==> src/rtl/ddc_pkg.sv <==
/*
  shared constants for the ddr2 command end pair: pin encodings, timing
  counts at the 40 MHz system clock, controller op codes and register map.
  assumes both ends run on one clock, sys_clk.
*/
package ddc_pkg;
  localparam int CLK_PS = 25000;

  function automatic int ck_up(input int ns);
    int c;
    c = (ns * 1000 + CLK_PS - 1) / CLK_PS;
    return (c < 1) ? 1 : c;
  endfunction

  function automatic int ck_dn(input int ns);
    int c;
    c = (ns * 1000) / CLK_PS;
    return (c < 1) ? 1 : c;
  endfunction

  // times in ns as printed for the timing grade
  localparam int T_RC_NS    = 55;
  localparam int T_RRD_NS   = 10;
  localparam int T_FAW_NS   = 45;
  localparam int T_RP_NS    = 15;
  localparam int T_RFC_NS   = 128;
  localparam int T_XSNR_NS  = 138;
  localparam int T_MOD_NS   = 12;
  localparam int T_WR_NS    = 15;
  localparam int T_REFI_NS  = 7800;

  localparam int RC_CK      = ck_up(T_RC_NS);
  localparam int RRD_CK     = ck_up(T_RRD_NS);
  localparam int FAW_CK     = ck_up(T_FAW_NS);
  localparam int RP_CK      = ck_up(T_RP_NS);
  localparam int PREA_CK    = RP_CK + 1;
  localparam int RFC_CK     = ck_up(T_RFC_NS);
  localparam int XSNR_CK    = ck_up(T_XSNR_NS);
  localparam int MOD_CK     = ck_up(T_MOD_NS);
  localparam int WR_CK      = ck_up(T_WR_NS);
  localparam int REFI_CK    = ck_dn(T_REFI_NS);
  localparam int AOFD_CK    = 3;
  localparam int XSRD_CK    = 200;
  localparam int CCD_CK     = 2;
  localparam int CKE_MIN_CK = 3;
  localparam int AL_MAX     = 6;
  localparam int POST_MAX   = 8;
  localparam int AP_HOLD_CK = AL_MAX + 4 + WR_CK + RP_CK;
  localparam int FAW_HIST   = (FAW_CK > 2) ? FAW_CK - 1 : 1;
  localparam int CW         = 9;

  // {cs_n, ras_n, cas_n, we_n}
  localparam logic [3:0] CMD_MRS = 4'h0;
  localparam logic [3:0] CMD_REF = 4'h1;
  localparam logic [3:0] CMD_PRE = 4'h2;
  localparam logic [3:0] CMD_ACT = 4'h3;
  localparam logic [3:0] CMD_WR  = 4'h4;
  localparam logic [3:0] CMD_RD  = 4'h5;
  localparam logic [3:0] CMD_NOP = 4'h7;
  localparam logic [2:0] BA_EMR1 = 3'h1;
  localparam int         A_ACLR  = 10;

  localparam logic [3:0] OP_ACT  = 4'h1;
  localparam logic [3:0] OP_RD   = 4'h2;
  localparam logic [3:0] OP_WR   = 4'h3;
  localparam logic [3:0] OP_PRE  = 4'h4;
  localparam logic [3:0] OP_PREA = 4'h5;
  localparam logic [3:0] OP_REF  = 4'h6;
  localparam logic [3:0] OP_SRE  = 4'h7;
  localparam logic [3:0] OP_SRX  = 4'h8;
  localparam logic [3:0] OP_EMRS = 4'h9;

  localparam logic [3:0] REG_CMD  = 4'h0;
  localparam logic [3:0] REG_CFG  = 4'h4;
  localparam logic [3:0] REG_STAT = 4'h8;
  localparam int F_OP = 0;
  localparam int F_BA = 4;
  localparam int F_AC = 7;
  localparam int F_AD = 8;

  typedef enum logic [3:0] {
    ST_RUN  = 4'b0001,
    ST_MOD  = 4'b0010,
    ST_SREF = 4'b0100,
    ST_XSNR = 4'b1000
  } ddc_st_t;
endpackage

==> src/rtl/ddc_if.sv <==
/*
  command and address pins between controller and ddr2 device.
  assumes the bench joins both modports on one sys_clk.
*/
`timescale 1ns/1ps
interface ddc_if (
  input wire logic sys_clk
);
  logic        cke;
  logic        cs_n;
  logic        ras_n;
  logic        cas_n;
  logic        we_n;
  logic        odt;
  logic [2:0]  ba;
  logic [13:0] addr;

  modport ctl (input sys_clk, output cke, cs_n, ras_n, cas_n, we_n, odt, ba, addr);
  modport dev (input sys_clk, cke, cs_n, ras_n, cas_n, we_n, odt, ba, addr);
endinterface

==> src/rtl/ddc_ctl.sv <==
/*
  ddr2 controller end: takes orders through a small register port, spaces
  commands per bank and globally, posts refresh, runs the termination
  update and self refresh sequences on the command pins.
  assumes sys_clk keeps running; stopping the memory clock is outside.
*/
// Design decisions made here: the strobed register port and the register addresses.
// Contract
// [RL1] wait termination off delay before termination update
// [RL2] hold termination low through update window
// [RL3] activate bank before read or write
// [RL4] additive latency 0..6 posts column commands
// [RL5] precharge before reactivation; keep row spacing
// [RL6] at most four activates per window
// [RL7] precharge all waits one extra clock
// [RL8] read: bank, column bits, auto close
// [RL9] write likewise; row stays open otherwise
// [RL10] read auto close after AL plus BL/2
// [RL11] write auto close after burst plus recovery
// [RL12] precharge all closes every bank
// [RL13] termination off before self refresh; hold cke
// [RL14] self refresh: internal timer, dll off
// [RL15] clock may stop after entry registered
// [RL16] only nop during exit interval
// [RL17] keep cke high, termination off, after exit
// [RL18] one refresh before self refresh re-entry
// [RL19] refresh row internal; banks end idle
// [RL20] refresh cycle time before activate or refresh
// [RL21] refresh averages interval; eight may be postponed
// [RL22] write latency is read latency minus one
// [RL23] nop does nothing
// [RL24] track eight bank states for legal commands
`timescale 1ns/1ps
module ddc_ctl (
  input  wire logic        sys_clk,
  input  wire logic        sys_rst,
  input  wire logic        clk_en,
  input  wire logic [3:0]  reg_addr,
  input  wire logic [31:0] reg_wdata,
  input  wire logic        reg_wr,
  input  wire logic        reg_rd,
  output logic [31:0]      reg_rdata,
  ddc_if.ctl               mem
);
  import ddc_pkg::*;

  ddc_pkg::ddc_st_t st_r;
  logic            pend_r;
  logic [3:0]      op_r;
  logic [2:0]      ba_r;
  logic            ac_r;
  logic [13:0]     ad_r;
  logic            odt_en_r;
  logic            err_r;
  logic            need_ref_r;
  logic [3:0]      owed_r;
  logic [CW-1:0]   refi_r;
  logic [CW-1:0]   wait_r;
  logic [CW-1:0]   rfc_r;
  logic [CW-1:0]   rrd_r;
  logic [CW-1:0]   cnt_r;
  logic [CW-1:0]   xsrd_r;
  logic [2:0]      odt_lo_r;
  logic [7:0]      open_r;
  logic [FAW_HIST-1:0] hist_r;
  logic [7:0]      rc_ok;

  function automatic logic [7:0] bank_hot(input logic [2:0] b);
    return 8'h01 << b;
  endfunction

  wire run     = st_r == ST_RUN;
  wire idle    = open_r == 8'h00;
  wire quiet   = wait_r == '0 && rfc_r == '0;
  wire odt_off = odt_lo_r == 3'(AOFD_CK);
  wire faw_ok  = $countones(hist_r) < 4;
  wire b_open  = open_r[ba_r];
  wire is_rw   = op_r == OP_RD || op_r == OP_WR;
  wire bad     = pend_r && ((op_r == OP_ACT && b_open) || (is_rw && !b_open)
                 || (op_r == OP_SRX && st_r != ST_SREF)); // see [RL24]
  wire ref_max = owed_r == 4'(POST_MAX);
  wire auto_go = run && owed_r != 4'h0 && (ref_max || !pend_r) && quiet;
  wire [3:0] go_op = auto_go ? (idle ? OP_REF : OP_PREA) : op_r;
  wire go_rw   = go_op == OP_RD || go_op == OP_WR;
  wire ap_bit  = go_rw ? ac_r : (go_op != OP_PRE) && ad_r[A_ACLR];

  logic ok;
  always_comb begin
    case (op_r)
      OP_ACT:  ok = run && !b_open && rc_ok[ba_r] && rrd_r == '0 && faw_ok && quiet;
      OP_RD,
      OP_WR:   ok = run && b_open && wait_r == '0; // see [RL3]
      OP_PRE,
      OP_PREA: ok = run && wait_r == '0;
      OP_REF:  ok = run && idle && quiet; // see [RL20]
      OP_SRE:  ok = run && idle && quiet && !need_ref_r && odt_off; // see [RL13] see [RL18]
      OP_SRX:  ok = st_r == ST_SREF && cnt_r == '0;
      OP_EMRS: ok = run && idle && wait_r == '0 && odt_off; // see [RL1]
      default: ok = 1'b0;
    endcase
  end
  wire user_go = pend_r && !auto_go && !bad && ok;
  wire go      = auto_go || user_go;
  wire odt_nxt = odt_en_r && run && xsrd_r == '0 && !need_ref_r
                 && !(pend_r && (op_r == OP_SRE || op_r == OP_EMRS)); // see [RL2] see [RL17]

  // per bank row cycle spacing
  genvar g;
  generate
    for (g = 0; g < 8; g++) begin : g_rc
      logic [CW-1:0] rc_r;
      assign rc_ok[g] = rc_r == '0;
      always_ff @(posedge sys_clk or posedge sys_rst) begin
        if (sys_rst) rc_r <= '0;
        else if (clk_en) begin
          if (go && ba_r == 3'(g) && !auto_go && go_op == OP_ACT) rc_r <= CW'(RC_CK - 1);
          else if (go && ba_r == 3'(g) && !auto_go && is_rw && ac_r) rc_r <= CW'(AP_HOLD_CK);
          else if (rc_r != '0) rc_r <= rc_r - 1'b1; // see [RL5]
        end
      end
    end
  endgenerate

  wire [31:0] stat = {11'h000, st_r, 1'b0, open_r, owed_r, need_ref_r, err_r,
                      st_r == ST_SREF, pend_r};
  wire [31:0] rd_mux = (reg_addr == REG_CMD)  ? {10'h000, ad_r, ac_r, ba_r, op_r} :
                       (reg_addr == REG_CFG)  ? {31'h0000_0000, odt_en_r} :
                       (reg_addr == REG_STAT) ? stat : 32'h0000_0000;
  wire take = reg_wr && reg_addr == REG_CMD;

  always_ff @(posedge sys_clk or posedge sys_rst) begin
    if (sys_rst) begin
      reg_rdata <= 32'h0000_0000;
      pend_r    <= 1'b0;
      op_r      <= 4'h0;
      ba_r      <= 3'h0;
      ac_r      <= 1'b0;
      ad_r      <= 14'h0000;
      odt_en_r  <= 1'b0;
      err_r     <= 1'b0;
    end else if (clk_en) begin
      reg_rdata <= reg_rd ? rd_mux : 32'h0000_0000;
      if (reg_wr && reg_addr == REG_CFG) odt_en_r <= reg_wdata[0];
      if (take && !pend_r) begin
        pend_r <= 1'b1;
        op_r   <= reg_wdata[F_OP+3:F_OP];
        ba_r   <= reg_wdata[F_BA+2:F_BA];
        ac_r   <= reg_wdata[F_AC];
        ad_r   <= reg_wdata[F_AD+13:F_AD];
      end else if (user_go || bad) pend_r <= 1'b0;
      if (bad || (take && pend_r)) err_r <= 1'b1;
      else if (reg_rd && reg_addr == REG_STAT) err_r <= 1'b0;
    end
  end

  always_ff @(posedge sys_clk or posedge sys_rst) begin
    if (sys_rst) begin
      {mem.cs_n, mem.ras_n, mem.cas_n, mem.we_n} <= CMD_NOP;
      mem.cke  <= 1'b0;
      mem.odt  <= 1'b0;
      mem.ba   <= 3'h0;
      mem.addr <= 14'h0000;
    end else if (clk_en) begin
      mem.odt  <= odt_nxt;
      mem.ba   <= (go_op == OP_EMRS) ? BA_EMR1 : ba_r;
      mem.addr <= (go_op == OP_PREA) ? 14'h0400 : {ad_r[13:11], ap_bit, ad_r[9:0]}; // see [RL8]
      mem.cke  <= st_r != ST_SREF || (go && go_op == OP_SRX); // see [RL13]
      if (go && go_op == OP_SRE) mem.cke <= 1'b0;
      if (!go) {mem.cs_n, mem.ras_n, mem.cas_n, mem.we_n} <= CMD_NOP; // see [RL16]
      else begin
        case (go_op)
          OP_ACT:  {mem.cs_n, mem.ras_n, mem.cas_n, mem.we_n} <= CMD_ACT;
          OP_RD:   {mem.cs_n, mem.ras_n, mem.cas_n, mem.we_n} <= CMD_RD;
          OP_WR:   {mem.cs_n, mem.ras_n, mem.cas_n, mem.we_n} <= CMD_WR; // see [RL9]
          OP_PRE,
          OP_PREA: {mem.cs_n, mem.ras_n, mem.cas_n, mem.we_n} <= CMD_PRE;
          OP_REF,
          OP_SRE:  {mem.cs_n, mem.ras_n, mem.cas_n, mem.we_n} <= CMD_REF;
          OP_EMRS: {mem.cs_n, mem.ras_n, mem.cas_n, mem.we_n} <= CMD_MRS;
          default: {mem.cs_n, mem.ras_n, mem.cas_n, mem.we_n} <= CMD_NOP;
        endcase
      end
    end
  end

  always_ff @(posedge sys_clk or posedge sys_rst) begin
    if (sys_rst) begin
      st_r       <= ST_RUN;
      cnt_r      <= '0;
      wait_r     <= '0;
      rfc_r      <= '0;
      rrd_r      <= '0;
      xsrd_r     <= '0;
      open_r     <= 8'h00;
      hist_r     <= '0;
      need_ref_r <= 1'b0;
      odt_lo_r   <= 3'h0;
    end else if (clk_en) begin
      if (cnt_r != '0) cnt_r <= cnt_r - 1'b1;
      if (wait_r != '0) wait_r <= wait_r - 1'b1;
      if (rfc_r != '0) rfc_r <= rfc_r - 1'b1;
      if (rrd_r != '0) rrd_r <= rrd_r - 1'b1;
      if (xsrd_r != '0) xsrd_r <= xsrd_r - 1'b1;
      if (mem.odt) odt_lo_r <= 3'h0;
      else if (!odt_off) odt_lo_r <= odt_lo_r + 3'h1;
      hist_r <= FAW_HIST'({hist_r, go && go_op == OP_ACT}); // see [RL6]
      if ((st_r == ST_MOD || st_r == ST_XSNR) && cnt_r == '0) st_r <= ST_RUN;
      if (go) begin
        case (go_op)
          OP_ACT: begin
            open_r <= open_r | bank_hot(ba_r);
            rrd_r  <= CW'(RRD_CK - 1); // see [RL5]
          end
          OP_RD, OP_WR: begin
            wait_r <= CW'(CCD_CK - 1);
            if (ac_r) open_r <= open_r & ~bank_hot(ba_r); // see [RL10] see [RL11]
          end
          OP_PRE: begin
            open_r <= open_r & ~bank_hot(ba_r);
            wait_r <= CW'(RP_CK - 1);
          end
          OP_PREA: begin
            open_r <= 8'h00; // see [RL12]
            wait_r <= CW'(PREA_CK - 1); // see [RL7]
          end
          OP_REF: begin
            rfc_r      <= CW'(RFC_CK - 1); // see [RL19]
            need_ref_r <= 1'b0;
          end
          OP_SRE: begin
            st_r  <= ST_SREF; // see [RL14] see [RL15]
            cnt_r <= CW'(CKE_MIN_CK - 1);
          end
          OP_SRX: begin
            st_r       <= ST_XSNR;
            cnt_r      <= CW'(XSNR_CK - 1);
            xsrd_r     <= CW'(XSRD_CK - 1);
            need_ref_r <= 1'b1;
          end
          OP_EMRS: begin
            st_r  <= ST_MOD;
            cnt_r <= CW'(MOD_CK - 1);
          end
          default: st_r <= st_r;
        endcase
      end
    end
  end

  // refresh posting: one owed per interval, forced once eight are owed
  always_ff @(posedge sys_clk or posedge sys_rst) begin
    if (sys_rst) begin
      refi_r <= CW'(REFI_CK - 1);
      owed_r <= 4'h0;
    end else if (clk_en) begin
      if (st_r == ST_SREF) begin
        refi_r <= CW'(REFI_CK - 1);
        owed_r <= 4'h0;
      end else begin
        refi_r <= (refi_r == '0) ? CW'(REFI_CK - 1) : refi_r - 1'b1;
        if (refi_r == '0 && !(go && go_op == OP_REF)) owed_r <= owed_r + 4'h1; // see [RL21]
        else if (refi_r != '0 && go && go_op == OP_REF && owed_r != 4'h0)
          owed_r <= owed_r - 4'h1;
      end
    end
  end
endmodule // ddc_ctl

==> src/flat_wrapper.sv <==
// flat-port wrapper written by rule: the top's interface ports become plain ports
module ddc_ctl_flat import ddc_pkg::*;
  (sys_clk, sys_rst, clk_en, reg_addr, reg_wdata, reg_wr, reg_rd, reg_rdata, mem_cke, mem_cs_n, mem_ras_n, mem_cas_n, mem_we_n, mem_odt, mem_ba, mem_addr);
  ddc_if mem_i (.sys_clk(sys_clk));
  input  wire logic sys_clk;
  input  wire logic sys_rst;
  input  wire logic clk_en;
  input  wire logic [3:0] reg_addr;
  input  wire logic [31:0] reg_wdata;
  input  wire logic reg_wr;
  input  wire logic reg_rd;
  output logic [31:0] reg_rdata;
  output wire logic [$bits(mem_i.cke)-1:0] mem_cke;
  output wire logic [$bits(mem_i.cs_n)-1:0] mem_cs_n;
  output wire logic [$bits(mem_i.ras_n)-1:0] mem_ras_n;
  output wire logic [$bits(mem_i.cas_n)-1:0] mem_cas_n;
  output wire logic [$bits(mem_i.we_n)-1:0] mem_we_n;
  output wire logic [$bits(mem_i.odt)-1:0] mem_odt;
  output wire logic [$bits(mem_i.ba)-1:0] mem_ba;
  output wire logic [$bits(mem_i.addr)-1:0] mem_addr;
  assign mem_cke = mem_i.cke;
  assign mem_cs_n = mem_i.cs_n;
  assign mem_ras_n = mem_i.ras_n;
  assign mem_cas_n = mem_i.cas_n;
  assign mem_we_n = mem_i.we_n;
  assign mem_odt = mem_i.odt;
  assign mem_ba = mem_i.ba;
  assign mem_addr = mem_i.addr;
  ddc_ctl u_core (.sys_clk(sys_clk), .sys_rst(sys_rst), .clk_en(clk_en), .reg_addr(reg_addr), .reg_wdata(reg_wdata), .reg_wr(reg_wr), .reg_rd(reg_rd), .reg_rdata(reg_rdata), .mem(mem_i));
endmodule
==> config.mk <==
export PLATFORM = sky130hd
export DESIGN_NAME = ddc_ctl_flat
export DESIGN_NICKNAME = d
export VERILOG_FILES = /design/src/rtl/ddc_pkg.sv /design/src/rtl/ddc_if.sv /design/src/rtl/ddc_ctl.sv /design/src/flat_wrapper.sv
export SDC_FILE = /design/constraint.sdc
export NUM_CORES = 1
export LEC_CHECK = 0
export ABC_CLOCK_PERIOD_IN_PS = 9100
export BUFFER_PORTS_ARGS = -buffer_cell sky130_fd_sc_hd__buf_2
export CORE_UTILIZATION = 58
export DETAILED_ROUTE_END_ITERATION = 10
export GPL_ROUTABILITY_DRIVEN = 0
export PLACE_DENSITY = 0.84
export SETUP_SLACK_MARGIN = 0.15
export SYNTH_ARGS = -nofsm -noshare
export SYNTH_HDL_FRONTEND = slang
export SYNTH_SLANG_ARGS = --single-unit
==> constraint.sdc <==
create_clock -name sys_clk -period 9.1 [get_ports sys_clk]
set_input_delay 0.455 -clock sys_clk [delete_from_list [all_inputs] [get_ports sys_clk]]
set_output_delay 0.455 -clock sys_clk [all_outputs]
set_load 0.03 [all_outputs]
==> flow_metrics.tcl, run 1 <==
set metrics [dict create \
    ys_types 82 \
    required_ns 9.49 \
    final_common_cell "dfrtp_1" \
    startpoint_type "flip-flop" \
    crit_path_cell_trace "nor4b_1 > nand4_1 > o311ai_2 > nor3b_2 > nand4_1 > nor2_2 > nor2_1 > inv_1 > ha_1 > a21o_1 > a21oi_1 > or4_1 > mux2i_1 > a211o_1" \
    p_switching_mw 1.27 \
    reg2regPathDepth 14 \
    via_per_inst 6.08 \
    ant_nets 0 \
    dp.cells 1474 \
    hold_viol_final 0 \
    rows 50 \
    io_buffers 74 \
    syn_area_per_cell_um2 9.65 \
    die_area_um2 20100 \
    syn2layout_area_growth_pct 11.8 \
    skew_ns 0.0152 \
    cts_setup_buffers 0 \
    regArea_um2 5390 \
    seqPwrFrac_pct 44.5 \
    ir_drop_mv 0.241 \
    ys_ff_latch 215 \
    fin_crit_sh_pct 48.3 \
    setup_viol 0 \
    htree_num_levels 1 \
    vias 9199 \
    finalWorstSetupSlack_ns 4.71 \
    start_util_pct 59.9 \
    slew_headroom_pct 35.4 \
    reg2reg_setup_slack_ns 4.71 \
    tightest_slew_ns 0.969 \
    cpMaxStageDelayCell "o311ai_2" \
    p_comb_share_pct 29.1 \
    clk_latency_ns 0.51 \
    async_flop_share_pct 100 \
    p_leak_nw 5.61 \
    grt_max_degree 138 \
    r2r-end "u_core.owed_r[3]" \
    grt_overflow_total 0 \
    status "complete, no violations" \
    p_int_mw 2.31 \
    synth-edff-count 0 \
    critPathCaptureType "flip-flop" \
    multi_input_area_um2 5470 \
    whs_ns 0.116 \
    rsz0062_at_grt "no" \
    crit_top_cell "nand4_1" \
    period_minus_slack_ns 4.39 \
    drive_gt1_share_pct 14.4 \
    finalPower_mw 3.58 \
    antenna_found_initial 0 \
    cts_hold_repair.buffers 0 \
    cp.arrival_ns 4.79 \
    drv_cap 0 \
    grt_pass1_wl_mm 44.5 \
    synth-seq-area-share_pct 47.7 \
    num_antenna_cells 0 \
    power_frac_clock_pct 26.4 \
    wire_per_inst_um 17.7 \
    hold_path_class "in2async" \
    grt_pass1_vias 9133 \
    fillCellCount 1393 \
    swShare_pct 35.6 \
    layout_common_cells "dfrtp_1, nor2_1, nand2_1" \
    setup_tns_ns 0 \
    p_per_area_nw_per_um2 283 \
    ys_warn_count 0 \
    slew_violations 0 \
    crit_buf_inv 1 \
    syn_area_um2 11300 \
    cts_resized 0 \
    clock-root-buffer "clkbuf_16" \
    cts_tree "done" \
    clk_pin_slew_ns 0.06 \
    drtPass1Iterations 5 \
    numCtsBuffers 23 \
    fp.coreArea_um2 18900 \
    io_pins 96 \
    initialDrtViolationCount 813 \
    synth_ff_type "dfrtp_1" \
    clock_sinks 215 \
    clock_path_buffers 3 \
    fmax_ghz 0.228 \
    grtUsageTotal_pct 27.4 \
    path_class "reg2reg" \
    dieWidth_um 142 \
    critPathTopFamily "simple AND/OR/NAND/NOR gates" \
    drc_errors 0 \
    place_hpwl_mm 18.0 \
    finalNonFillerCells 1513 \
    postSynthCellCount 1172 \
    r2r-start "u_core.st_r[0]" \
    drt_wl_total_mm 26.8 \
    cpPeakStageDelay_ns 0.64 \
    nets 1310 \
    place_ws_ns 4.83 \
    critical_path.max_fanout 6 \
    die_y_um 142 \
]
## kinds of logic (layout without fill, tap and decap cells)
kind of cell	Yosys count	count (layout)	share of synthesized area, %
AO/OA/AOI/OAI	246	246	15.0
XOR/XNOR	78	78	6.04
adder cells (fa/ha/maj)	30	30	3.39
buffers and inverters	118	189	4.34
flip-flops	215	215	47.7
multiplexers	32	32	3.32
other	1	11	0.0332
AND/OR/NAND/NOR	452	452	20.2
## routing by layer
layer / global-route usage, % / vias to the layer above / wire (um)
li1: - / 4279 / -
met4: 11.2 / 0 / 1050
met5: 0 / - / 0
met1: 35.9 / 4482 / 11200
met3: 3.81 / 83 / 1680
met2: 45.9 / 355 / 12900
## power groups by stage
stage / clock network, mW / logic, mW / registers (mW)
2_1_floorplan: 0 / 0.823 / 1.54
6_report: 0.943 / 1.04 / 1.59
3_3_place_gp: 0 / 0.979 / 1.58
5_1_grt: 0.996 / 1.17 / 1.63
4_1_cts: 0.954 / 1.04 / 1.58
3_5_place_dp: 0 / 1.03 / 1.59
## worst reg2reg max path, stage by stage, from the launching register on
cell and delay (ns):
dfstp_2 0.58, nor4b_1 0.48, nand4_1 0.46, o311ai_2 0.64
nor3b_2 0.16, nand4_1 0.14, nor2_2 0.09, nor2_1 0.40
inv_1 0.12, ha_1 0.32, a21o_1 0.17, a21oi_1 0.22
or4_1 0.15, mux2i_1 0.07, a211o_1 0.28
## Yosys cell counts, drive strengths merged (30+ instances only)
library cell / number / area (um2)
nor2: 137 / 533
o21ai: 88 / 440
inv: 67 / 251
xor2: 36 / 315
nand2: 110 / 413
nor3: 46 / 246
dfrtp: 205 / 5130
a22o: 30 / 263
clkbuf: 35 / 131
xnor2: 42 / 368
## worst max-delay path by stage
stage | from | to | slack [ns] | cells past startpoint
global route | u_core.st_r[0] | u_core.owed_r[3] | 4.41 | 14
detailed placement | u_core.st_r[0] | u_core.owed_r[3] | 4.83 | 14
global placement | u_core.st_r[0] | u_core.owed_r[3] | 4.88 | 14
floorplan | sys_rst | u_core.ac_r | 2.78 | 1
CTS | u_core.st_r[0] | u_core.owed_r[3] | 4.79 | 14
finish | u_core.st_r[0] | u_core.owed_r[3] | 4.71 | 14
## through the flow
step / util, % / instance area, um2
2_1_floorplan: - / 11300
3_5_place_dp: 62.9 / 11900
4_1_cts: 66.9 / 12600
5_1_grt: 66.9 / 12600
6_report: 66.9 / 12600
3_3_place_gp: 62.9 / 11900
## sequential cells by signal (all words and copies together), names as in the netlist, 3 cells and up
signal and flops:
u_core.ad_r 14, u_core.ba_r 3, u_core.cnt_r 9, u_core.g_rc.rc_r 72, u_core.mem.addr 14, u_core.mem.ba 3
u_core.odt_lo_r 3, u_core.op_r 4, u_core.open_r 8, u_core.owed_r 4, u_core.refi_r 9, u_core.reg_rdata 22
u_core.rfc_r 9, u_core.rrd_r 9, u_core.st_r 4, u_core.wait_r 9, u_core.xsrd_r 9
## layout make-up
type,instances,area share (%)
repair buffers,83,3.48
flip-flops and latches,215,42.6
clock buffers,34,5.43
well taps,260,2.57
clock inverters,5,0.594
inverters,67,2.05
multi-input cells,849,43.2
(Power assumes the default switching activity.)
==> run 2, diff against run 1 <==
--- a/config.mk
+++ b/config.mk
@@ -5,12 +5,13 @@
 export SDC_FILE = /design/constraint.sdc
 export NUM_CORES = 1
 export LEC_CHECK = 0
-export ABC_CLOCK_PERIOD_IN_PS = 9100
+export ABC_AREA = 1
+export ABC_CLOCK_PERIOD_IN_PS = 4600
 export BUFFER_PORTS_ARGS = -buffer_cell sky130_fd_sc_hd__buf_2
 export CORE_UTILIZATION = 58
 export DETAILED_ROUTE_END_ITERATION = 10
 export GPL_ROUTABILITY_DRIVEN = 0
-export PLACE_DENSITY = 0.84
+export PLACE_DENSITY = 0.83
 export SETUP_SLACK_MARGIN = 0.15
 export SYNTH_ARGS = -nofsm -noshare
 export SYNTH_HDL_FRONTEND = slang
==> constraint.sdc (replaced) <==
create_clock -name sys_clk -period 4.6 [get_ports sys_clk]
set_input_delay 0.23 -clock sys_clk [delete_from_list [all_inputs] [get_ports sys_clk]]
set_output_delay 0.23 -clock sys_clk [all_outputs]
set_load 0.03 [all_outputs]
==> run 2 against run 1 <==
  * Register-to-register slack worse by 3.9 ns
  * Routed wire length is 11% higher
  * Power is 110% higher
  * Hold slack worse by 0.055 ns
  * Critical path type unchanged
  * Critical endpoint unchanged
  * Largest power group unchanged
==> flow_metrics.tcl, run 2 <==
set metrics [dict create \
    status "complete, no violations" \
    die_y_um 147 \
    hold_viol_final 0 \
    ys_types 54 \
    setup_tns_ns 0 \
    reg2regPathDepth 23 \
    largest_register_ff_count 72 \
    synth_top_area_share_pct 41.8 \
    min-delay-start "reg_wr" \
    place_hpwl_mm 20.1 \
    setup_viol 0 \
    ant_nets 0 \
    yosysTopAreaCell "dfrtp_1" \
    syn2layout_area_growth_pct 14.3 \
    via_per_inst 5.52 \
    grt_max_degree 102 \
    numCtsBuffers 25 \
    slew_headroom_pct 21.5 \
    synth_common_cells "nand2_1, inv_1, dfrtp_1" \
    fmax_ghz 0.263 \
    io_buffers 74 \
    synth-seq-area-share_pct 43.9 \
    cts_tree "done" \
    crit_top_cell "nand2_1" \
    tightest_slew_ns 1.18 \
    cp_num_cells 23 \
    yosysMostFrequentCell "nand2_1" \
    clk_pin_slew_ns 0.06 \
    clk_latency_ns 0.54 \
    reg2reg_setup_slack_ns 0.79 \
    ir_drop_mv 0.408 \
    critPathCaptureType "flip-flop" \
    period_minus_slack_ns 3.81 \
    ys_ff_latch 215 \
    startpoint_type "flip-flop" \
    antenna_found_initial 0 \
    syn_area_um2 12300 \
    synth_ff_type "dfrtp_1" \
    drt_wl_total_mm 29.8 \
    drtPass1Iterations 6 \
    clock_sinks 215 \
    htree_num_levels 1 \
    grt_pass1_wl_mm 50.3 \
    whs_path_depth 3 \
    r2r-end "u_core.owed_r[3]" \
    p_per_area_nw_per_um2 543 \
    initialDrtViolationCount 934 \
    drv_cap 0 \
    hold_path_class "in2reg" \
    path_class "reg2reg" \
    dieWidth_um 147 \
    wire_per_inst_um 15.1 \
    num_antenna_cells 0 \
    grt_pass1_vias 10600 \
    critPathTopFamily "simple AND/OR/NAND/NOR gates" \
    layout_common_cells "nand2_1, inv_1, dfrtp_1" \
    cts_setup_buffers 0 \
    cpPeakStageDelay_ns 0.49 \
    synthTopCellsByArea "dfrtp_1, nand2_1, inv_1" \
    crit_path_cell_trace "inv_1 > ha_1 > nand2_1 > nor2_1 > nand2_1 > a211oi_1 > nand2_1 > nand2_1 > nor2_4 > nand2_4 > inv_2 > a21oi_1 > nor3_1 > nor2_1 > inv_1 > ha_1 > a21oi_1 > nand2_1 > xor2_1 > nand3b_1 > nand2_1 > nand3_1 > nand2_1" \
    vias 10900 \
    cp.arrival_ns 4.29 \
    fillCellCount 1573 \
    skew_ns 0.0258 \
    critical_path.max_fanout 20 \
    drive_gt1_share_pct 12.6 \
    async_flop_share_pct 100 \
    nets 1757 \
    fin_crit_sh_pct 82.8 \
    regMostFlops "u_core.g_rc.rc_r" \
    required_ns 5.08 \
    die_area_um2 21800 \
    start_util_pct 59.9 \
    fp.coreArea_um2 20500 \
    fin_util_pct 68.5 \
    syn_area_per_cell_um2 7.72 \
    cts_resized 0 \
    rsz0062_at_grt "no" \
    clock_path_buffers 3 \
    grt_overflow_total 0 \
    rows 52 \
    reg.largest.list "u_core.g_rc.rc_r x72, u_core.reg_rdata x22" \
    grtUsageTotal_pct 28.3 \
    p_leak_nw 7.16 \
    cpMaxStageDelayCell "nor2_4" \
    crit_buf_inv 3 \
    drc_errors 0 \
    holdPathEnd "u_core.err_r" \
    io_pins 96 \
    clock-root-buffer "clkbuf_16" \
    final_common_cell "nand2_1" \
    ys_warn_count 0 \
    r2r-start "u_core.rfc_r[1]" \
    synth-edff-count 0 \
    slew_violations 0 \
    postSynthCellCount 1590 \
]
-- run 2: changes by cell type in the layout (fill, tap and decap cells not counted), moves of 20 or more --
cell,previous run,this run
xnor2_1,42,9
nor2_1,135,201
a22o_1,30,1
o21ai_1,30,10
o21ai_0,58,82
inv_1,66,235
nand3_1,25,110
o31ai_1,4,28
nand4_1,11,31
mux2_2,24,0
nand2_1,110,341
dlygate4sd3_1,0,24
-- run 2: how the worst max path moves through the flow --
stage                     start          endpoint  slack [ns]
2_1_floorplan   u_core.rfc_r[0]  u_core.owed_r[3]        1.42
3_3_place_gp     u_core.ba_r[0]  u_core.owed_r[3]        1.04
3_5_place_dp    u_core.rfc_r[0]  u_core.owed_r[3]        0.93
4_1_cts         u_core.rfc_r[0]  u_core.owed_r[3]        0.91
5_1_grt        u_core.wait_r[0]  u_core.owed_r[3]        0.37
6_report        u_core.rfc_r[1]  u_core.owed_r[3]        0.79
-- run 2: final cells by class --
cell class	count	area [um2]	area share [%]
Clock inverter	18	280	2.00
Timing Repair Buffer	104	681	4.85
Clock buffer	28	667	4.75
Multi-Input combinational cell	1085	5720	40.7
Tap cell	270	338	2.41
Inverter	255	961	6.84
Sequential cell	215	5390	38.4
-- run 2: per-layer routing --
metal / share of wire, % / up-vias / global-route usage (%)
li1: - / 5284 / -
met1: 43 / 5149 / 38.4
met2: 47 / 401 / 45.9
met3: 6.8 / 74 / 4.60
met4: 3.1 / 0 / 10.5
met5: 0 / - / 0
-- run 2: where the power goes --
part           switching [mW]  internal, mW  leakage [nW]
combinational            1.57         0.864          4.13
sequential              0.422          2.50          2.58
clock                   0.830          1.44         0.461
total                    2.82          4.80          7.16
-- run 2: worst register-to-register path, cell delays in order, from the launching register on --
cell,delay (ns)
dfrtp_1,0.36
inv_1,0.09
ha_1,0.20
nand2_1,0.07
nor2_1,0.04
nand2_1,0.23
a211oi_1,0.11
nand2_1,0.15
nand2_1,0.11
nor2_4,0.49
nand2_4,0.14
inv_2,0.20
a21oi_1,0.09
nor3_1,0.23
nor2_1,0.13
inv_1,0.11
ha_1,0.27
a21oi_1,0.16
nand2_1,0.07
xor2_1,0.15
nand3b_1,0.16
nand2_1,0.08
nand3_1,0.06
nand2_1,0.06
-- run 2: logic make-up after synthesis --
logic type / Yosys count / share of synthesized area [%]
buffers and inverters: 300 / 9.80
and+or+nand+nor: 779 / 28.3
xor gates and xnor gates: 63 / 4.49
muxes: 1 / 0.0815
DFF: 215 / 43.9
adders and majority gates: 30 / 3.12
other: 1 / 0.0305
AOI/OAI and AO/OA: 201 / 10.2
-- run 2: through the flow --
step	std cells	setup slack, ns	power [mW]	hold WS (ns)	instance area, um2
after floorplan	1600	1.42	4.76	0.351	12300
after global placement	1905	1.04	5.16	0.432	12900
after detailed placement	1905	0.933	5.29	0.439	12900
after CTS	1975	0.908	7.61	0.0507	14000
after global routing	1975	0.368	8.12	0.0922	14000
final	1975	0.790	7.62	0.0614	14000
-- run 2: timing repair --
item | CTS | global route
hold endpoints to repair | 55 | 0
setup endpoints to repair | 0 | 0
hold buffers | 24 | 0
